===== config.mk =====
export PLATFORM = sky130hd
export DESIGN_NAME = flash_powerup_mode_select
export DESIGN_NICKNAME = d
export VERILOG_FILES = /design/src/hdl/pwrup_pkg.sv /design/src/hdl/flash_powerup_mode_select.sv
export SDC_FILE = /design/constraint.sdc
export NUM_CORES = 1
export LEC_CHECK = 0
export ABC_AREA = 0
export ABC_CLOCK_PERIOD_IN_PS = 2570
export BUFFER_PORTS_ARGS = -buffer_cell sky130_fd_sc_hd__buf_2
export CELL_PAD_IN_SITES_DETAIL_PLACEMENT = 1
export CELL_PAD_IN_SITES_GLOBAL_PLACEMENT = 2
export CORE_AREA = 2 2 81 83
export CTS_BUF_LIST = sky130_fd_sc_hd__clkbuf_16
export CTS_CLUSTER_SIZE = 12
export DETAILED_ROUTE_END_ITERATION = 7
export DIE_AREA = 0 0 83 85
export GPL_ROUTABILITY_DRIVEN = 0
export PLACE_DENSITY_LB_ADDON = 0.08
export SYNTH_ARGS = -nofsm -noshare
export SYNTH_HDL_FRONTEND = slang
export SYNTH_SLANG_ARGS = --single-unit

===== constraint.sdc =====
create_clock -name i_clk_sys -period 2.57 [get_ports i_clk_sys]
set_clock_uncertainty 0.05 [all_clocks]
set_input_delay 0.3855 -clock i_clk_sys [delete_from_list [all_inputs] [get_ports i_clk_sys]]
set_output_delay 0.3855 -clock i_clk_sys [all_outputs]
set_load 0.03 [all_outputs]

===== src/hdl/pwrup_pkg.sv =====
`default_nettype none
package pwrup_pkg;
  // Clock period of the sampling clock, in nanoseconds
  localparam int unsigned CLK_PERIOD_NS       = 10;
  // Least wait from supply good to select low, in microseconds
  localparam int unsigned SEL_AFTER_SUPPLY_US = 50;
  // Longest wait from reset threshold to write allowed, in milliseconds
  localparam int unsigned WRITE_AFTER_PU_MS   = 20;
  // Cycle counts derived from the times (least rounds up, longest rounds down)
  localparam int unsigned SEL_AFTER_SUPPLY_CYC =
    (SEL_AFTER_SUPPLY_US * 1000 + CLK_PERIOD_NS - 1) / CLK_PERIOD_NS;
  localparam int unsigned WRITE_AFTER_PU_CYC =
    (WRITE_AFTER_PU_MS * 1000000) / CLK_PERIOD_NS;
  // Width of the power-up counter
  localparam int unsigned PU_CNT_W            = 22;
  // Clocking mode after reset
  localparam logic        MODE3_RESET         = 1'b1;

  // Device power states
  typedef enum logic [1:0] {
    ST_POR,
    ST_STANDBY,
    ST_ACTIVE
  } pwr_state_t;

  // Link pins as seen by the device
  typedef struct packed {
    logic       sel_n;
    logic       clk;
  } link_in_t;

  // Output drive of the serial and parallel data lines
  typedef struct packed {
    logic [7:0] par_data;
    logic [7:0] par_oe;
    logic       ser_data;
    logic       ser_oe;
  } data_out_t;
endpackage
`default_nettype wire


===== src/hdl/flash_powerup_mode_select.sv =====
`default_nettype none
module flash_powerup_mode_select
  import pwrup_pkg::*;
#(
  parameter int unsigned SEL_WAIT_CYC   = SEL_AFTER_SUPPLY_CYC,
  parameter int unsigned WRITE_WAIT_CYC = WRITE_AFTER_PU_CYC
) (
  // Clock and reset
  input  wire logic       i_clk_sys,
  input  wire logic       i_reset,
  // Internal power-on reset, high while supply below threshold
  input  wire logic       i_por_active,
  // Link pins from the host
  input  wire link_in_t   i_link,
  // Instruction end from the command decoder (same clock)
  input  wire logic       i_instr_done,
  // Data lines drive requested by the read path (same clock)
  input  wire data_out_t  i_data_req,
  // Mode and state reporting
  output logic            o_mode3,
  output logic            o_instr_start,
  output logic            o_standby,
  output logic            o_read_allowed,
  output logic            o_write_allowed,
  // Data line drive
  output data_out_t       o_data
);

  // Synchronisers for the link pins; stage one feeds stage two only
  link_in_t   sync1_r;
  link_in_t   sync2_r;
  // Previous select level, for edge finding
  logic       sel_prev_r;
  // Power state
  pwr_state_t state_r;
  // Counter since the reset threshold was crossed
  logic [PU_CNT_W-1:0] pu_cnt_r;
  // Falling edge of select, seen on synchronised levels
  logic       sel_fall;

  // Two flip-flops per pin; select idles high so reset to inactive
  always_ff @(posedge i_clk_sys) begin
    if (i_reset) begin
      sync1_r <= '{sel_n: 1'b1, clk: 1'b1};
      sync2_r <= '{sel_n: 1'b1, clk: 1'b1};
    end else begin
      sync1_r <= i_link;
      sync2_r <= sync1_r;
    end
  end

  // Edge history of select
  always_ff @(posedge i_clk_sys) begin
    if (i_reset) begin
      sel_prev_r <= 1'b1;
    end else begin
      sel_prev_r <= sync2_r.sel_n;
    end
  end

  // A fall only counts outside power-on reset
  // A fall held through power-on reset is lost, not queued for later
  assign sel_fall = sel_prev_r && !sync2_r.sel_n && !i_por_active;

  // Power-up timer; restarts whenever the supply drops below threshold
  // Saturates at the write wait so it never wraps and reopens a window
  always_ff @(posedge i_clk_sys) begin
    if (i_reset || i_por_active) begin
      pu_cnt_r <= '0;
    end else if (pu_cnt_r < PU_CNT_W'(WRITE_WAIT_CYC)) begin
      pu_cnt_r <= pu_cnt_r + PU_CNT_W'(1);
    end
  end

  // Read and write windows; host is expected to respect them
  // Informational only: the device does not block an early select
  always_ff @(posedge i_clk_sys) begin
    if (i_reset || i_por_active) begin
      o_read_allowed  <= 1'b0;
      o_write_allowed <= 1'b0;
    end else begin
      o_read_allowed  <= pu_cnt_r >= PU_CNT_W'(SEL_WAIT_CYC);
      o_write_allowed <= pu_cnt_r >= PU_CNT_W'(WRITE_WAIT_CYC);
    end
  end

  // Power state machine
  always_ff @(posedge i_clk_sys) begin
    if (i_reset) begin
      state_r <= ST_POR;
    end else if (i_por_active) begin
      state_r <= ST_POR;
    end else begin
      unique case (state_r)
        // Power-up done: go to standby, never straight to active
        ST_POR: begin
          state_r <= ST_STANDBY;
        end
        ST_STANDBY: begin
          if (sel_fall) begin
            state_r <= ST_ACTIVE;
          end
        end
        // Deselect or decoder end returns to standby
        ST_ACTIVE: begin
          if (sync2_r.sel_n || i_instr_done) begin
            state_r <= ST_STANDBY;
          end
        end
        // Unused code: fall back to the power-up state
        default: begin
          state_r <= ST_POR;
        end
      endcase
    end
  end

  // Mode choice: idle clock level at each select fall
  // Limitation: a clock edge within two cycles of the fall may pick the wrong mode
  always_ff @(posedge i_clk_sys) begin
    if (i_reset || i_por_active) begin
      o_mode3 <= MODE3_RESET;
    end else if (sel_fall) begin
      o_mode3 <= sync2_r.clk;
    end
  end

  // One-cycle start pulse for the command decoder
  // Gated by standby so a fall during an instruction is refused
  always_ff @(posedge i_clk_sys) begin
    if (i_reset) begin
      o_instr_start <= 1'b0;
    end else begin
      o_instr_start <= sel_fall && (state_r == ST_STANDBY);
    end
  end

  // Standby flag
  // Cleared under power-on reset so standby shows only once power is good
  always_ff @(posedge i_clk_sys) begin
    if (i_reset) begin
      o_standby <= 1'b0;
    end else begin
      o_standby <= (state_r == ST_STANDBY) && !i_por_active;
    end
  end

  // Output drive only in an active instruction; tri-state otherwise
  // The request passes only while the synchronised select is still low
  always_ff @(posedge i_clk_sys) begin
    if (i_reset || i_por_active) begin
      o_data <= '0;
    end else if (state_r == ST_ACTIVE && !sync2_r.sel_n) begin
      o_data <= i_data_req;
    end else begin
      o_data <= '0;
    end
  end

  // Outputs stay released for the cycle after reset
  after_reset_tristate_a : assert property (@(posedge i_clk_sys)
    $fell(i_reset) |-> o_data.ser_oe == 1'b0 && o_data.par_oe == 8'h00)
    else $error("data lines driven right after reset");

  reset_mode3_a : assert property (@(posedge i_clk_sys)
    $past(i_reset) |-> o_mode3)
    else $error("mode not 3 after reset");

  mode_sample_a : assert property (@(posedge i_clk_sys) disable iff (i_reset)
    sel_fall && !i_por_active |=> o_mode3 == $past(sync2_r.clk))
    else $error("mode does not follow idle clock");

  start_needs_fall_a : assert property (@(posedge i_clk_sys) disable iff (i_reset)
    o_instr_start |-> $past(sel_fall))
    else $error("start without select fall");

  por_ignores_a : assert property (@(posedge i_clk_sys) disable iff (i_reset)
    i_por_active [*2] |=> !o_instr_start && state_r == ST_POR)
    else $error("command taken during power-on reset");

  standby_entry_a : assert property (@(posedge i_clk_sys) disable iff (i_reset)
    state_r == ST_POR && !i_por_active |=> state_r == ST_STANDBY ##1 o_standby || i_por_active)
    else $error("no standby after power-up");

  // Power-on reset keeps the lines released and restores mode 3
  por_tristate_a : assert property (@(posedge i_clk_sys) disable iff (i_reset)
    i_por_active |=> o_data == '0 && o_mode3)
    else $error("lines driven or mode lost under power-on reset");

  // Nothing drives the lines outside an active instruction
  idle_released_a : assert property (@(posedge i_clk_sys) disable iff (i_reset)
    state_r != ST_ACTIVE |=> o_data == '0)
    else $error("lines driven outside an instruction");

  // Start is a single pulse; a held select never restarts
  start_single_a : assert property (@(posedge i_clk_sys) disable iff (i_reset)
    o_instr_start |=> !o_instr_start)
    else $error("start pulse longer than one cycle");

  // Mode holds between select falls outside power-on reset
  mode_hold_a : assert property (@(posedge i_clk_sys) disable iff (i_reset)
    !sel_fall && !i_por_active |=> $stable(o_mode3))
    else $error("mode changed without select fall");

  // Standby is never reported while power-on reset holds
  por_no_standby_a : assert property (@(posedge i_clk_sys) disable iff (i_reset)
    i_por_active |=> !o_standby)
    else $error("standby reported under power-on reset");

  // Main scenarios
  cov_mode0_c : cover property (@(posedge i_clk_sys) sel_fall && !sync2_r.clk);
  cov_mode3_c : cover property (@(posedge i_clk_sys) sel_fall && sync2_r.clk);
  cov_start_c : cover property (@(posedge i_clk_sys) o_instr_start);
  cov_done_c  : cover property (@(posedge i_clk_sys) state_r == ST_ACTIVE && i_instr_done);
  cov_por_c   : cover property (@(posedge i_clk_sys) i_por_active && !sync2_r.sel_n);

endmodule
`default_nettype wire


== Word level (Yosys, flattened, before mapping) ==
Index checks and enable logic that the tools add are counted.

* Bits of input ports: 24
* Word-level logic and storage cells: 41
* Register bits: 52
* Output and inout bits: 23

* $add $sub $neg: 1
* Bitwise logic cells: 1
* Magnitude comparators: 3
* Mux-type cells: 3
* Equality and inequality tests: 4
* Reduce and logical (&&, ||, !) cells: 13

{| class="wikitable"
|+ Operators by type and width
! kind !! count
|-
| 22-bit by 1-bit adder with 22-bit output (second input constant) || 1
|-
| 22-bit by 13-bit greater-or-equal comparator with 1-bit output (second input constant) || 1
|-
| 22-bit by 21-bit greater-or-equal comparator with 1-bit output (second input constant) || 1
|-
| 22-bit by 21-bit < comparator with 1-bit output (second input constant) || 1
|-
| 2-bit case mux with 3 select lines || 1
|-
| 1-bit logical AND || 5
|-
| 2-bit 2-to-1 mux || 2
|-
| 2-bit inequality test (second input constant) || 2
|-
| 2-bit OR reduction || 2
|-
| 2-bit by 1-bit equality test with 1-bit output (second input constant) || 1
|-
| 2-bit equality test (second input constant) || 1
|-
| 1-bit zero test || 2
|-
| 2-bit zero test || 1
|-
| 1-bit logical OR || 2
|-
| 2-bit AND reduction || 1
|-
| 1-bit NOT || 1
|}

== Depth between registers and ports, before layout ==
Gate-level depths: netlist of run 1.

* Depth after elaboration: 5
* Gate-level depth with buffers: 5
* Depth with buffers taken out: 5

== Worst setup path before layout of run 1 ==
No wires, ideal clock.

* Path type: register to register
* From: register pu_cnt_r[7]
* To: register pu_cnt_r[6]
* Setup time: 0.072 ns
* Clock period less this slack: 1.677 ns
* Path buffers: 1
* Stages on the path, launching flop included: 6
* Slack: 0.893 ns
* Data required time: 2.448 ns
* Arrival: 1.556 ns
* Cell sequence: dfxtp_1 -> o31ai_1 -> a311oi_2 -> buf_6 -> nor4_1 -> mux2i_1

* Longest elaborated chain between the ends: 1

{| class="wikitable"
|+ Ends and longest elaborated chain
! item !! line !! RTL
|-
| start: declaration || flash_powerup_mode_select.sv:37 || <nowiki>logic [PU_CNT_W-1:0] pu_cnt_r;</nowiki>
|-
| start signal: assignment || flash_powerup_mode_select.sv:71 || <nowiki>pu_cnt_r <= pu_cnt_r + PU_CNT_W'(1);</nowiki>
|-
| 22-bit by 21-bit < comparator with 1-bit output || flash_powerup_mode_select.sv:70 || <nowiki>end else if (pu_cnt_r < PU_CNT_W'(WRITE_WAIT_CYC)) begin</nowiki>
|}

No other way between the ends.
A chain may end at the register's enable or synchronous reset.

== Worst setup path in the final report of run 1 ==
* From: register pu_cnt_r[11]
* To: register pu_cnt_r[7]

The elaborated chain is that of the path after synthesis.

==> results of run 1 <==
-- kinds of logic after synthesis --
family / Yosys count / share of synthesized area [%]
buffers and inverters: 18 / 3.89
AOI/OAI and AO/OA: 24 / 7.83
adders and majority gates: 2 / 1.18
muxes: 14 / 6.60
and+or+nand+nor: 112 / 31.5
DFF: 52 / 49.0
-- stage by stage --
step / hold slack [ns] / power, mW / cells / area [sq um]
global placement: 0.341 / 0.887 / 338 / 2420
floorplan: 0.339 / 0.862 / 222 / 2120
finish: 0.222 / 1.54 / 346 / 2570
CTS: 0.218 / 1.58 / 346 / 2570
detailed placement: 0.349 / 0.888 / 338 / 2420
global route: 0.232 / 1.61 / 346 / 2570
-- worst register-to-register path: stages, from the launching register on --
cell and delay (ns):
dfxtp_1 0.38, nor4_2 0.37, a311oi_2 0.14, buf_4 0.23, or4_1 0.48, a21oi_1 0.16
-- worst paths after layout --
kind | start | end | slack [ns]
worst max-delay path | pu_cnt_r[11] | pu_cnt_r[7] | 0.69
worst max register to register | pu_cnt_r[11] | pu_cnt_r[7] | 0.69
worst min register to register | sync1_r[0] | sync2_r[0] | 0.36
worst min-delay path | i_link[0] | sync1_r[0] | 0.22
-- where the power goes --
group,internal (mW),total (mW),switching [mW]
sequential,0.811,0.816,0.00461
combinational,0.0251,0.0509,0.0258
clock,0.365,0.678,0.313
-- cell type report --
class / count / area [sq um] / area share (%)
Timing Repair Buffer: 49 / 253 / 9.84
Tap cell: 77 / 96.3 / 3.75
Multi-Input combinational cell: 152 / 1000 / 39.0
Clock inverter: 3 / 22.5 / 0.877
Clock buffer: 5 / 125 / 4.87
Sequential cell: 52 / 1040 / 40.5
Inverter: 8 / 30.0 / 1.17
-- per-layer routing --
| metal | vias up | track usage, % |
|---|---|---|
| li1 | 887 | - |
| met2 | 38 | 23.0 |
| met4 | 0 | 4.02 |
| met5 | - | 0 |
| met1 | 825 | 18.7 |
| met3 | 5 | 4.38 |
-- registers in the layout, indices dropped and copies added (netlist names) --
| name | count |
|---|---|
| sync1_r | 2 |
| o_mode3 | 1 |
| state_r | 2 |
| sel_prev_r | 1 |
| o_read_allowed | 1 |
| o_write_allowed | 1 |
| sync2_r | 2 |
| pu_cnt_r | 22 |
| o_data | 18 |
| o_instr_start | 1 |
| o_standby | 1 |
-- layout by cell type (no fill, tap or decap), types with 6 or more instances in the layout --
| cell type | netlist | routed |
|---|---|---|
| mux2i_1 | 14 | 14 |
| or3_1 | 13 | 13 |
| inv_1 | 8 | 8 |
| dfxtp_1 | 52 | 52 |
| nor4_1 | 11 | 11 |
| nand3_1 | 10 | 10 |
| and2_1 | 19 | 19 |
| o31ai_1 | 6 | 6 |
| nand2_1 | 22 | 22 |
| a21oi_1 | 7 | 7 |
| buf_2 | 0 | 46 |
| or2_2 | 6 | 6 |
==> summary.txt, run 1 <==
YOSYS
------------------------------------------------------------------------------------------------------
Leading register cell type out of synthesis                                                    dfxtp_1
Most instantiated cells after synthesis                                                   dfxtp_1 (52), nand2_1 (22), and2_1 (19)
Seq/Total Area, Yosys                                                                            49.0%
Fraction of post-synthesis cell area in the top cell type by area                                49.0%
Synthesized netlist net count                                                                      248
Number of enable-type register cells in the synthesized netlist                                      0
Count of different cell masters after synthesis                                                     33
Cell type with the highest aggregate area in the netlist                                       dfxtp_1
Gate count after technology mapping                                                                222
Summed instance area of the synthesized netlist                                             2120 sq um
Share of flip-flops with an asynchronous set or reset                                               0%
Syn avg cell area                                                                           9.57 sq um
Top area cells in the synthesized netlist                                                 dfxtp_1 (49%), mux2i_1 (6.6%), and2_1 (5.6%)
Flops & latches, synth                                                                              52
Yosys warns                                                                                          0
Count leader, synth                                                                            dfxtp_1

GLOBAL ROUTE
------------------------------------------------------------------------------------------------------
Global-route wire length before repair                                                    8270 microns
Largest net degree at the start of global routing                                                   22
Global route overflow                                                                                0
Vias in the first global route                                                                    1705
Initial antenna violation count                                                                      0
Total Routing Usage GR                                                                           14.3%

STA
------------------------------------------------------------------------------------------------------
Setup WS post-layout                                                                          0.691 ns
Final Setup Violations                                                                               0
Slew headroom                                                                                    49.5%
RSZ-0062 raised after global routing                                                             false
Clock period minus final worst setup slack                                                     1.88 ns
Portion of the clock cycle consumed by the worst path in the final layout                        73.1%
Total negative slack for setup checks                                                             0 ns
Max-slew violation count                                                                             0
Final hold viol count                                                                                0
F_max                                                                                          532 MHz
Worst-margin pin slew                                                                         0.757 ns

LAYOUT
------------------------------------------------------------------------------------------------------
FILL cells                                                                                         750
Final core utilization                                                                           41.4%
Inserted Diodes                                                                                      0
Proportion of layout cells with a drive suffix above 1                                           26.4%
Final Net Count                                                                                    294
Area added between synthesis and finish                                                          20.9%

MIN PATH
------------------------------------------------------------------------------------------------------
Hold depth                                                                                           2
Worst Hold Class                                                                             in -> reg

WORST SETUP PATH
------------------------------------------------------------------------------------------------------
Max stage delay on crit path                                                                   0.48 ns
Cell family with most CP delay                                                            simple AND/OR/NAND/NOR gates
Logic depth of the worst setup path including buffers                                                5
Arrival time at the worst endpoint                                                             2.05 ns
Element type at the critical path start                                                           flop
Worst path cell trace                                                                     nor4_2, a311oi_2, buf_4, or4_1, a21oi_1
CP Capture Type                                                                                   flop
Slowest stage cell, crit path                                                                    or4_1
Kind of critical path                                                                       reg -> reg
Depth of the most critical reg-to-reg path                                                           5
Crit path buf inv count                                                                              1
Largest fanout on the critical path                                                                 19
Worst Path Required                                                                            2.74 ns

CTS
------------------------------------------------------------------------------------------------------
Number of hold buffers added after cts                                                               0
Htree depth                                                                                          2
CTS tree                                                                                          done
Clk sinks                                                                                           52
Clock transition at the register clock pins on the worst setup and hold paths after CTS        0.07 ns
Clock latency of the later-clocked register in the worst-skew pair                             0.29 ns
Master cell of the clock root buffer                                                         clkbuf_16
Post-CTS Setup Repair Bufs                                                                           0
Resized Gates After CTS                                                                              0
Max Buffers Root-to-Sink                                                                             2
Clock buffers created by TritonCTS                                                                   5

ROUTING
------------------------------------------------------------------------------------------------------
Antenna Violating Nets Remaining                                                                     0
Average routed wire per standard cell                                                     14.2 microns
Detailed route wirelength on metal2                                                       2220 microns
Total routed wirelength                                                                   4910 microns
Sum of routed wire segments on met1                                                       2370 microns
Violation count after the first detailed-routing iteration                                          68
Remaining design rule violation count                                                                0
Via density per instance                                                                          5.07
Max layer used                                                                                    met4
First-pass iteration count of the detailed router                                                    4
Wire length on met3                                                                        271 microns
Number of vias after detailed routing                                                             1755

PLACEMENT
------------------------------------------------------------------------------------------------------
Input/output buffers                                                                                46
DP Wirelength                                                                             3550 microns
Dpl ws                                                                                        0.725 ns

POWER AND IR DROP
------------------------------------------------------------------------------------------------------
Total leakage power                                                                           0.995 nW
Cell area power density                                                                    601 nW/um^2
Maximum vdd ir drop                                                                             348 uV

DIE
------------------------------------------------------------------------------------------------------
Area enclosed by the die boundary                                                           7060 sq um
Core area                                                                                   6200 sq um
Horizontal extent of the die                                                                83 microns
Number of placed I/O pins                                                                           47
Height of the chip                                                                          85 microns
Initial cell density of the core                                                                 34.2%
Row count                                                                                           29

JOB
------------------------------------------------------------------------------------------------------
Number of max-cap violations                                                                         0

OUTCOME
------------------------------------------------------------------------------------------------------
Run status                                                                                   completed

No activity file was read; power rests on OpenSTA's default activity.
==> run 2, diff against run 1 <==
--- a/config.mk
+++ b/config.mk
@@ -6,15 +6,15 @@
 export NUM_CORES = 1
 export LEC_CHECK = 0
 export ABC_AREA = 0
-export ABC_CLOCK_PERIOD_IN_PS = 2570
+export ABC_CLOCK_PERIOD_IN_PS = 1600
 export BUFFER_PORTS_ARGS = -buffer_cell sky130_fd_sc_hd__buf_2
 export CELL_PAD_IN_SITES_DETAIL_PLACEMENT = 1
 export CELL_PAD_IN_SITES_GLOBAL_PLACEMENT = 2
-export CORE_AREA = 2 2 81 83
+export CORE_AREA = 2 2 89 91
 export CTS_BUF_LIST = sky130_fd_sc_hd__clkbuf_16
 export CTS_CLUSTER_SIZE = 12
 export DETAILED_ROUTE_END_ITERATION = 7
-export DIE_AREA = 0 0 83 85
+export DIE_AREA = 0 0 91 93
 export GPL_ROUTABILITY_DRIVEN = 0
 export PLACE_DENSITY_LB_ADDON = 0.08
 export SYNTH_ARGS = -nofsm -noshare
==> constraint.sdc (replaced) <==
create_clock -name i_clk_sys -period 1.6 [get_ports i_clk_sys]
set_clock_uncertainty 0.05 [all_clocks]
set_input_delay 0.24 -clock i_clk_sys [delete_from_list [all_inputs] [get_ports i_clk_sys]]
set_output_delay 0.24 -clock i_clk_sys [all_outputs]
set_load 0.03 [all_outputs]
==> summary.txt, run 2 (synthesized netlist as in run 1, its figures left out) <==
CTS
------------------------------------------------------------------------------------------------------
Max Buffers Root-to-Sink                                                                             2   unchanged
CTS tree                                                                                          done
Clk sinks                                                                                           52   unchanged
Clock buffers created by TritonCTS                                                                   5   unchanged
Clock latency of the later-clocked register in the worst-skew pair                             0.29 ns   about the same
Clock transition at the register clock pins on the worst setup and hold paths after CTS        0.07 ns   about the same
Master cell of the clock root buffer                                                         clkbuf_16
Htree depth                                                                                          2   unchanged

DIE
------------------------------------------------------------------------------------------------------
Initial cell density of the core                                                                 28.2%   -6.0 points
Number of placed I/O pins                                                                           47   unchanged
Horizontal extent of the die                                                                91 microns   +9.6%
Area enclosed by the die boundary                                                           8460 sq um   +20%
Core area                                                                                   7530 sq um   +21%
Row count                                                                                           32   +10%
Height of the chip                                                                          93 microns   +9.4%

LAYOUT
------------------------------------------------------------------------------------------------------
Most frequent standard cell in the layout excluding fill and tap cells                           buf_4
Register name with the most flops                                                             pu_cnt_r
Most used cells in the layout excluding fill and tap cells                                buf_4 (48), buf_2 (46), dfxtp_1 (35), nand2_1 (21), and2_1 (19)
Inserted Diodes                                                                                      0   unchanged
Post-route design area                                                                      3350 sq um   +30%
Finished Layout Cells                                                                              424   +23%
Max reg flops                                                                                       22   unchanged
Final Net Count                                                                                    347   +18%
Biggest registers after layout                                                            pu_cnt_r (22), o_data (18)
Proportion of layout cells with a drive suffix above 1                                           51.2%   +25 points
Area added between synthesis and finish                                                          57.5%

ROUTING
------------------------------------------------------------------------------------------------------
Number of vias after detailed routing                                                             1965   +12%
Violation count after the first detailed-routing iteration                                          64   -5.9%
Via density per instance                                                                          4.63   -8.6%
Remaining design rule violation count                                                                0   unchanged
Total routed wirelength                                                                   6100 microns   +24%
First-pass iteration count of the detailed router                                                    4   unchanged
Average routed wire per standard cell                                                     14.4 microns   +1.5%
Antenna Violating Nets Remaining                                                                     0   unchanged

WORST SETUP PATH
------------------------------------------------------------------------------------------------------
Arrival time at the worst endpoint                                                             1.97 ns   -0.08 ns
Setup slack, reg-to-reg                                                                       -0.21 ns   -0.90 ns
Kind of critical path                                                                       reg -> reg
Destination of the critical timing path                                                    pu_cnt_r[7]
CP Capture Type                                                                                   flop
Origin of the critical flop-to-flop path                                                  pu_cnt_r[13]
Element type at the critical path start                                                           flop
Worst Path Required                                                                            1.76 ns   -0.98 ns
Largest fanout on the critical path                                                                  7   -12
Depth of the most critical reg-to-reg path                                                           5   unchanged
Worst r2r dst                                                                              pu_cnt_r[7]
Critical path startpoint                                                                  pu_cnt_r[13]

STA
------------------------------------------------------------------------------------------------------
RSZ-0062 raised after global routing                                                              true
Portion of the clock cycle consumed by the worst path in the final layout                         113%   +40 points
Hold_ws                                                                                      0.0795 ns   -0.143 ns
Slew headroom                                                                                    69.6%   +20 points
F_max                                                                                          552 MHz   +3.8%
Clock period minus final worst setup slack                                                     1.81 ns   -0.0686 ns
Final hold viol count                                                                                0   unchanged
Worst-margin pin slew                                                                         0.455 ns   -0.301 ns
Max-slew violation count                                                                             0   unchanged
Setup WS post-layout                                                                         -0.211 ns   -0.901 ns
Final Setup Violations                                                                              16   +16

PLACEMENT
------------------------------------------------------------------------------------------------------
Dpl ws                                                                                       -0.219 ns   -0.944 ns
Number of cells after detailed placement                                                           409   +21%
Cell area after placement                                                                   2860 sq um   +18%
Input/output buffers                                                                                46   unchanged
DP Wirelength                                                                             4500 microns   +27%

POWER AND IR DROP
------------------------------------------------------------------------------------------------------
Cell area power density                                                                    769 nW/um^2   +28%
Total leakage power                                                                            1.36 nW   +37%
Clk network pwr share                                                                            45.5%   +1.6 points
Total power after layout                                                                       2.57 mW   +67%
Maximum vdd ir drop                                                                             512 uV   +47%
Cell internal pwr                                                                              2.02 mW   +68%
Net switching power figure                                                                    0.552 mW   +61%
Part of the total power dissipated in sequential elements                                        50.6%   -2.2 points
Switching Share                                                                                  21.4%   -0.77 points
Combinational group share of total power                                                          3.9%   +0.6 points

JOB
------------------------------------------------------------------------------------------------------
Number of max-cap violations                                                                         0   unchanged

OUTCOME
------------------------------------------------------------------------------------------------------
Violations in the final reports                                                           setup timing
Run status                                                                                complete, but fails checks

GLOBAL ROUTE
------------------------------------------------------------------------------------------------------
Largest net degree at the start of global routing                                                   19   -14%
Vias in the first global route                                                                    2003   +17%
Global-route wire length before repair                                                    10100 microns   +23%
Total Routing Usage GR                                                                           14.9%   +0.58 points
Global route overflow                                                                                0   unchanged
Initial antenna violation count                                                                      0   unchanged

MIN PATH
------------------------------------------------------------------------------------------------------
Worst min-delay path startpoint                                                              i_link[1]
Worst Hold Class                                                                             in -> reg

run 2: cell types whose count changed in the layout (fill, tap and decap cells not counted), moves of 8 or more:
cell     delta
buf_4      +45
nor4_4     +12
dfxtp_1    -17
dfxtp_2    +12
buf_6       +8
nor4_1      -9
run 2: critical path, cell delays in order (launching register included):
cell	delay, ns
dfxtp_4	0.36
nor4_4	0.31
a311oi_2	0.17
buf_4	0.20
or4_1	0.49
a21oi_1	0.15
run 2: routing by layer:
metal	vias to the layer above	routed length [microns]	global-route usage, %
li1	990	-	-
met1	927	2850	19.4
met2	44	2900	24.4
met3	4	297	4.11
met4	0	56	3.91
met5	-	0	0
run 2: worst min path at each step:
| stage | to | slack, ns | cells past startpoint |
|---|---|---|---|
| after floorplan | sync1_r[0] | 0.29 | 1 |
| after global placement | sync2_r[0] | 0.34 | 1 |
| after detailed placement | sync2_r[0] | 0.35 | 1 |
| after CTS | sync1_r[1] | 0.07 | 2 |
| after global routing | sync1_r[1] | 0.08 | 2 |
| final | sync1_r[1] | 0.08 | 2 |
run 2: cell type report:
type	count	area, sq um
fill	887	4180
multi-input combinational	152	1270
sequential	52	1070
timing repair buffer	102	681
clock buffer	6	150
tap	102	128
inverter	8	30.0
clock inverter	2	12.5
run 2: timing repair:
action / CTS / global route
gates resized for setup: 26 / 28
pin swaps: 6 / 21
endpoints found under the hold margin: 0 / 0
buffers inserted: 1 / 6
hold buffers: 0 / 0
endpoints found under the setup margin: 19 / 23
run 2: stage by stage:
stage	util, %	TNS [ns]
2_1_floorplan	-	-0.0377
3_3_place_gp	38.0	-1.53
3_5_place_dp	38.0	-2.38
4_1_cts	42.4	-1.55
5_1_grt	44.5	-3.08
6_report	44.5	-1.50
run 2: power by group through the flow:
| stage | sequential, mW | combinational [mW] | clock, mW |
|---|---|---|---|
| 5_1_grt | 1.31 | 0.112 | 1.27 |
| 3_3_place_gp | 1.34 | 0.0999 | 0 |
| 6_report | 1.30 | 0.100 | 1.17 |
| 3_5_place_dp | 1.34 | 0.101 | 0 |
| 2_1_floorplan | 1.34 | 0.0424 | 0 |
| 4_1_cts | 1.30 | 0.102 | 1.22 |
==> run 3, diff against run 2 <==
--- a/config.mk
+++ b/config.mk
@@ -10,13 +10,15 @@
 export BUFFER_PORTS_ARGS = -buffer_cell sky130_fd_sc_hd__buf_2
 export CELL_PAD_IN_SITES_DETAIL_PLACEMENT = 1
 export CELL_PAD_IN_SITES_GLOBAL_PLACEMENT = 2
-export CORE_AREA = 2 2 89 91
-export CTS_BUF_LIST = sky130_fd_sc_hd__clkbuf_16
+export CORE_AREA = 2 2 88 90
+export CTS_BUF_LIST = sky130_fd_sc_hd__clkbuf_8
 export CTS_CLUSTER_SIZE = 12
 export DETAILED_ROUTE_END_ITERATION = 7
-export DIE_AREA = 0 0 91 93
+export DIE_AREA = 0 0 90 92
 export GPL_ROUTABILITY_DRIVEN = 0
+export MAX_ROUTING_LAYER = met4
 export PLACE_DENSITY_LB_ADDON = 0.08
+export SLEW_MARGIN = 20
 export SYNTH_ARGS = -nofsm -noshare
 export SYNTH_HDL_FRONTEND = slang
 export SYNTH_SLANG_ARGS = --single-unit
==> summary.txt, run 3 (synthesized netlist as in run 1, its figures left out) <==
GLOBAL ROUTE
------------------------------------------------------------------------------------------------------
Global route overflow                                                                                0   unchanged
Routing usage on met3                                                                            3.29%   -0.82 points
Initial antenna violation count                                                                      0   unchanged
Vias in the first global route                                                                    2008   +0.25%
Met2 Track Usage GR                                                                              25.4%   +0.99 points
Global-route wire length before repair                                                    9870 microns   -2.7%
Largest net degree at the start of global routing                                                   21   +2
Met1 capacity usage during global routing                                                        18.8%   -0.65 points
Total Routing Usage GR                                                                           15.3%   +0.39 points
Routing layer with the top usage in global route                                                  met2

WORST SETUP PATH
------------------------------------------------------------------------------------------------------
Worst r2r dst                                                                              pu_cnt_r[7]
Setup slack, reg-to-reg                                                                       -0.16 ns   +0.05 ns
Element type at the critical path start                                                           flop
Largest fanout on the critical path                                                                  8   +1
Kind of critical path                                                                       reg -> reg
CP Capture Type                                                                                   flop
Arrival time at the worst endpoint                                                             1.96 ns   about the same
Depth of the most critical reg-to-reg path                                                           5   unchanged
Worst Path Required                                                                            1.80 ns   +0.04 ns
Origin of the critical flop-to-flop path                                                  pu_cnt_r[13]

STA
------------------------------------------------------------------------------------------------------
Slew headroom                                                                                    71.3%   +1.7 points
Clock period minus final worst setup slack                                                     1.76 ns   -0.0470 ns
Max-slew violation count                                                                             0   unchanged
RSZ-0062 raised after global routing                                                              true
Final hold viol count                                                                                0   unchanged
Worst-margin pin slew                                                                         0.429 ns   -0.0259 ns
F_max                                                                                          567 MHz   +2.7%
Hold_ws                                                                                      0.0536 ns   -0.0258 ns
Portion of the clock cycle consumed by the worst path in the final layout                         110%   -2.9 points
Setup WS post-layout                                                                         -0.164 ns   +0.0470 ns
Final Setup Violations                                                                              17   +1

ROUTING
------------------------------------------------------------------------------------------------------
Antenna Violating Nets Remaining                                                                     0   unchanged
Via density per instance                                                                          4.64   about the same
Average routed wire per standard cell                                                     13.9 microns   -3.2%
Violation count after the first detailed-routing iteration                                          20   -69%
Remaining design rule violation count                                                                0   unchanged
Number of vias after detailed routing                                                             1925   -2.0%
Total routed wirelength                                                                   5780 microns   -5.3%
First-pass iteration count of the detailed router                                                    4   unchanged

LAYOUT
------------------------------------------------------------------------------------------------------
Area added between synthesis and finish                                                          50.3%
Max reg flops                                                                                       22   unchanged
Inserted Diodes                                                                                      0   unchanged
Most used cells in the layout excluding fill and tap cells                                buf_2 (46), buf_4 (38), dfxtp_1 (34), nand2_1 (21), and2_1 (19)
Most frequent standard cell in the layout excluding fill and tap cells                           buf_2
Biggest registers after layout                                                            pu_cnt_r (22), o_data (18)
Proportion of layout cells with a drive suffix above 1                                           48.9%   -2.4 points
Final Net Count                                                                                    338   -2.6%
Register name with the most flops                                                             pu_cnt_r
FILL cells                                                                                         866   -2.4%

DIE
------------------------------------------------------------------------------------------------------
Height of the chip                                                                          92 microns   -1.1%
Row count                                                                                           32   unchanged
Initial cell density of the core                                                                 28.5%   +0.30 points
Core area                                                                                   7450 sq um   -1.1%
Horizontal extent of the die                                                                90 microns   -1.1%
Number of placed I/O pins                                                                           47   unchanged
Area enclosed by the die boundary                                                           8280 sq um   -2.2%

MIN PATH
------------------------------------------------------------------------------------------------------
Worst min-delay path startpoint                                                              i_link[1]
Worst Hold Class                                                                             in -> reg
Hold depth                                                                                           2   unchanged
WHS Endpoint                                                                                sync1_r[1]

OUTCOME
------------------------------------------------------------------------------------------------------
Violations in the final reports                                                           setup timing
Run status                                                                                complete, but fails checks

CTS
------------------------------------------------------------------------------------------------------
Htree depth                                                                                          2   unchanged
CTS tree                                                                                          done
Clock latency of the later-clocked register in the worst-skew pair                             0.31 ns   +0.02 ns
Master cell of the clock root buffer                                                          clkbuf_8
Max Buffers Root-to-Sink                                                                             2   unchanged
Clock transition at the register clock pins on the worst setup and hold paths after CTS        0.09 ns   +0.02 ns
Clk sinks                                                                                           52   unchanged
Clock buffers created by TritonCTS                                                                   5   unchanged

PLACEMENT
------------------------------------------------------------------------------------------------------
Input/output buffers                                                                                46   unchanged
DP Wirelength                                                                             4200 microns   -6.6%

POWER AND IR DROP
------------------------------------------------------------------------------------------------------
Total power after layout                                                                       2.16 mW   -16%
Cell area power density                                                                    676 nW/um^2   -12%
Total leakage power                                                                            1.32 nW   -3.3%
Maximum vdd ir drop                                                                             384 uV   -25%

JOB
------------------------------------------------------------------------------------------------------
Number of max-cap violations                                                                         0   unchanged

==> run 3: cell count changes in the layout (fill, tap and decap cells not counted), sizes merged <==
cell,delta
buf,-9
clkbuf,-1
clkinv,-1
clkinvlp,+1
inv,+1
==> run 3: what timing repair did <==
action,4_1_cts,5_1_grt
resized for setup,18,32
cloned,0,0
endpoints found under the setup margin,18,22
hold buffers,0,0
pin swaps,6,13
buffers inserted,3,5
==> run 3: how the worst max path moves through the flow <==
stage	depth (start not counted)	slack, ns	startpoint	endpoint
after floorplan	5	-0.01	pu_cnt_r[2]	pu_cnt_r[7]
after global placement	6	-0.15	pu_cnt_r[12]	pu_cnt_r[5]
after detailed placement	6	-0.20	pu_cnt_r[12]	pu_cnt_r[5]
after CTS	5	-0.14	pu_cnt_r[8]	pu_cnt_r[18]
after global routing	5	-0.25	pu_cnt_r[13]	pu_cnt_r[7]
final	5	-0.16	pu_cnt_r[13]	pu_cnt_r[7]
==> run 3: layout make-up <==
class / count / area [sq um] / area share [%]
multi-input combinational: 152 / 1230 / 38.7
sequential: 52 / 1090 / 34.0
timing repair buffer: 93 / 626 / 19.6
tap: 102 / 128 / 4.00
clock buffer: 5 / 68.8 / 2.16
inverter: 8 / 30.0 / 0.940
clock inverter: 3 / 20.0 / 0.627
==> run 3: power breakdown <==
| group | switching, mW | leakage [nW] | internal (mW) |
|---|---|---|---|
| registers | 0.00662 | 0.432 | 1.29 |
| clock network | 0.454 | 0.0455 | 0.306 |
| logic | 0.0499 | 0.841 | 0.0526 |
| total | 0.511 | 1.32 | 1.65 |
==> run 3: worst max-delay path, stage by stage (launching register included) <==
cell and delay, ns:
dfxtp_4 0.37, nor4_4 0.30, a311oi_2 0.16, buf_4 0.22, or4_1 0.48, a21oi_1 0.12
==> run 3: through the flow <==
stage,setup TNS (ns),std cells,setup WS [ns],utilization [%],cell area [sq um]
6_report,-1.30,415,-0.164,42.9,3190
5_1_grt,-3.03,415,-0.249,42.9,3190
4_1_cts,-1.65,412,-0.138,40.8,3040
3_5_place_dp,-1.90,402,-0.199,37.9,2820
3_3_place_gp,-1.31,402,-0.151,37.9,2820
2_1_floorplan,-0.0377,222,-0.0102,-,2190
==> run 3: layer usage <==
layer	part of all wire, %	vias up
li1	-	977
met1	47	915
met2	49	26
met3	2.6	7
met4	1.4	0
met5	0	-
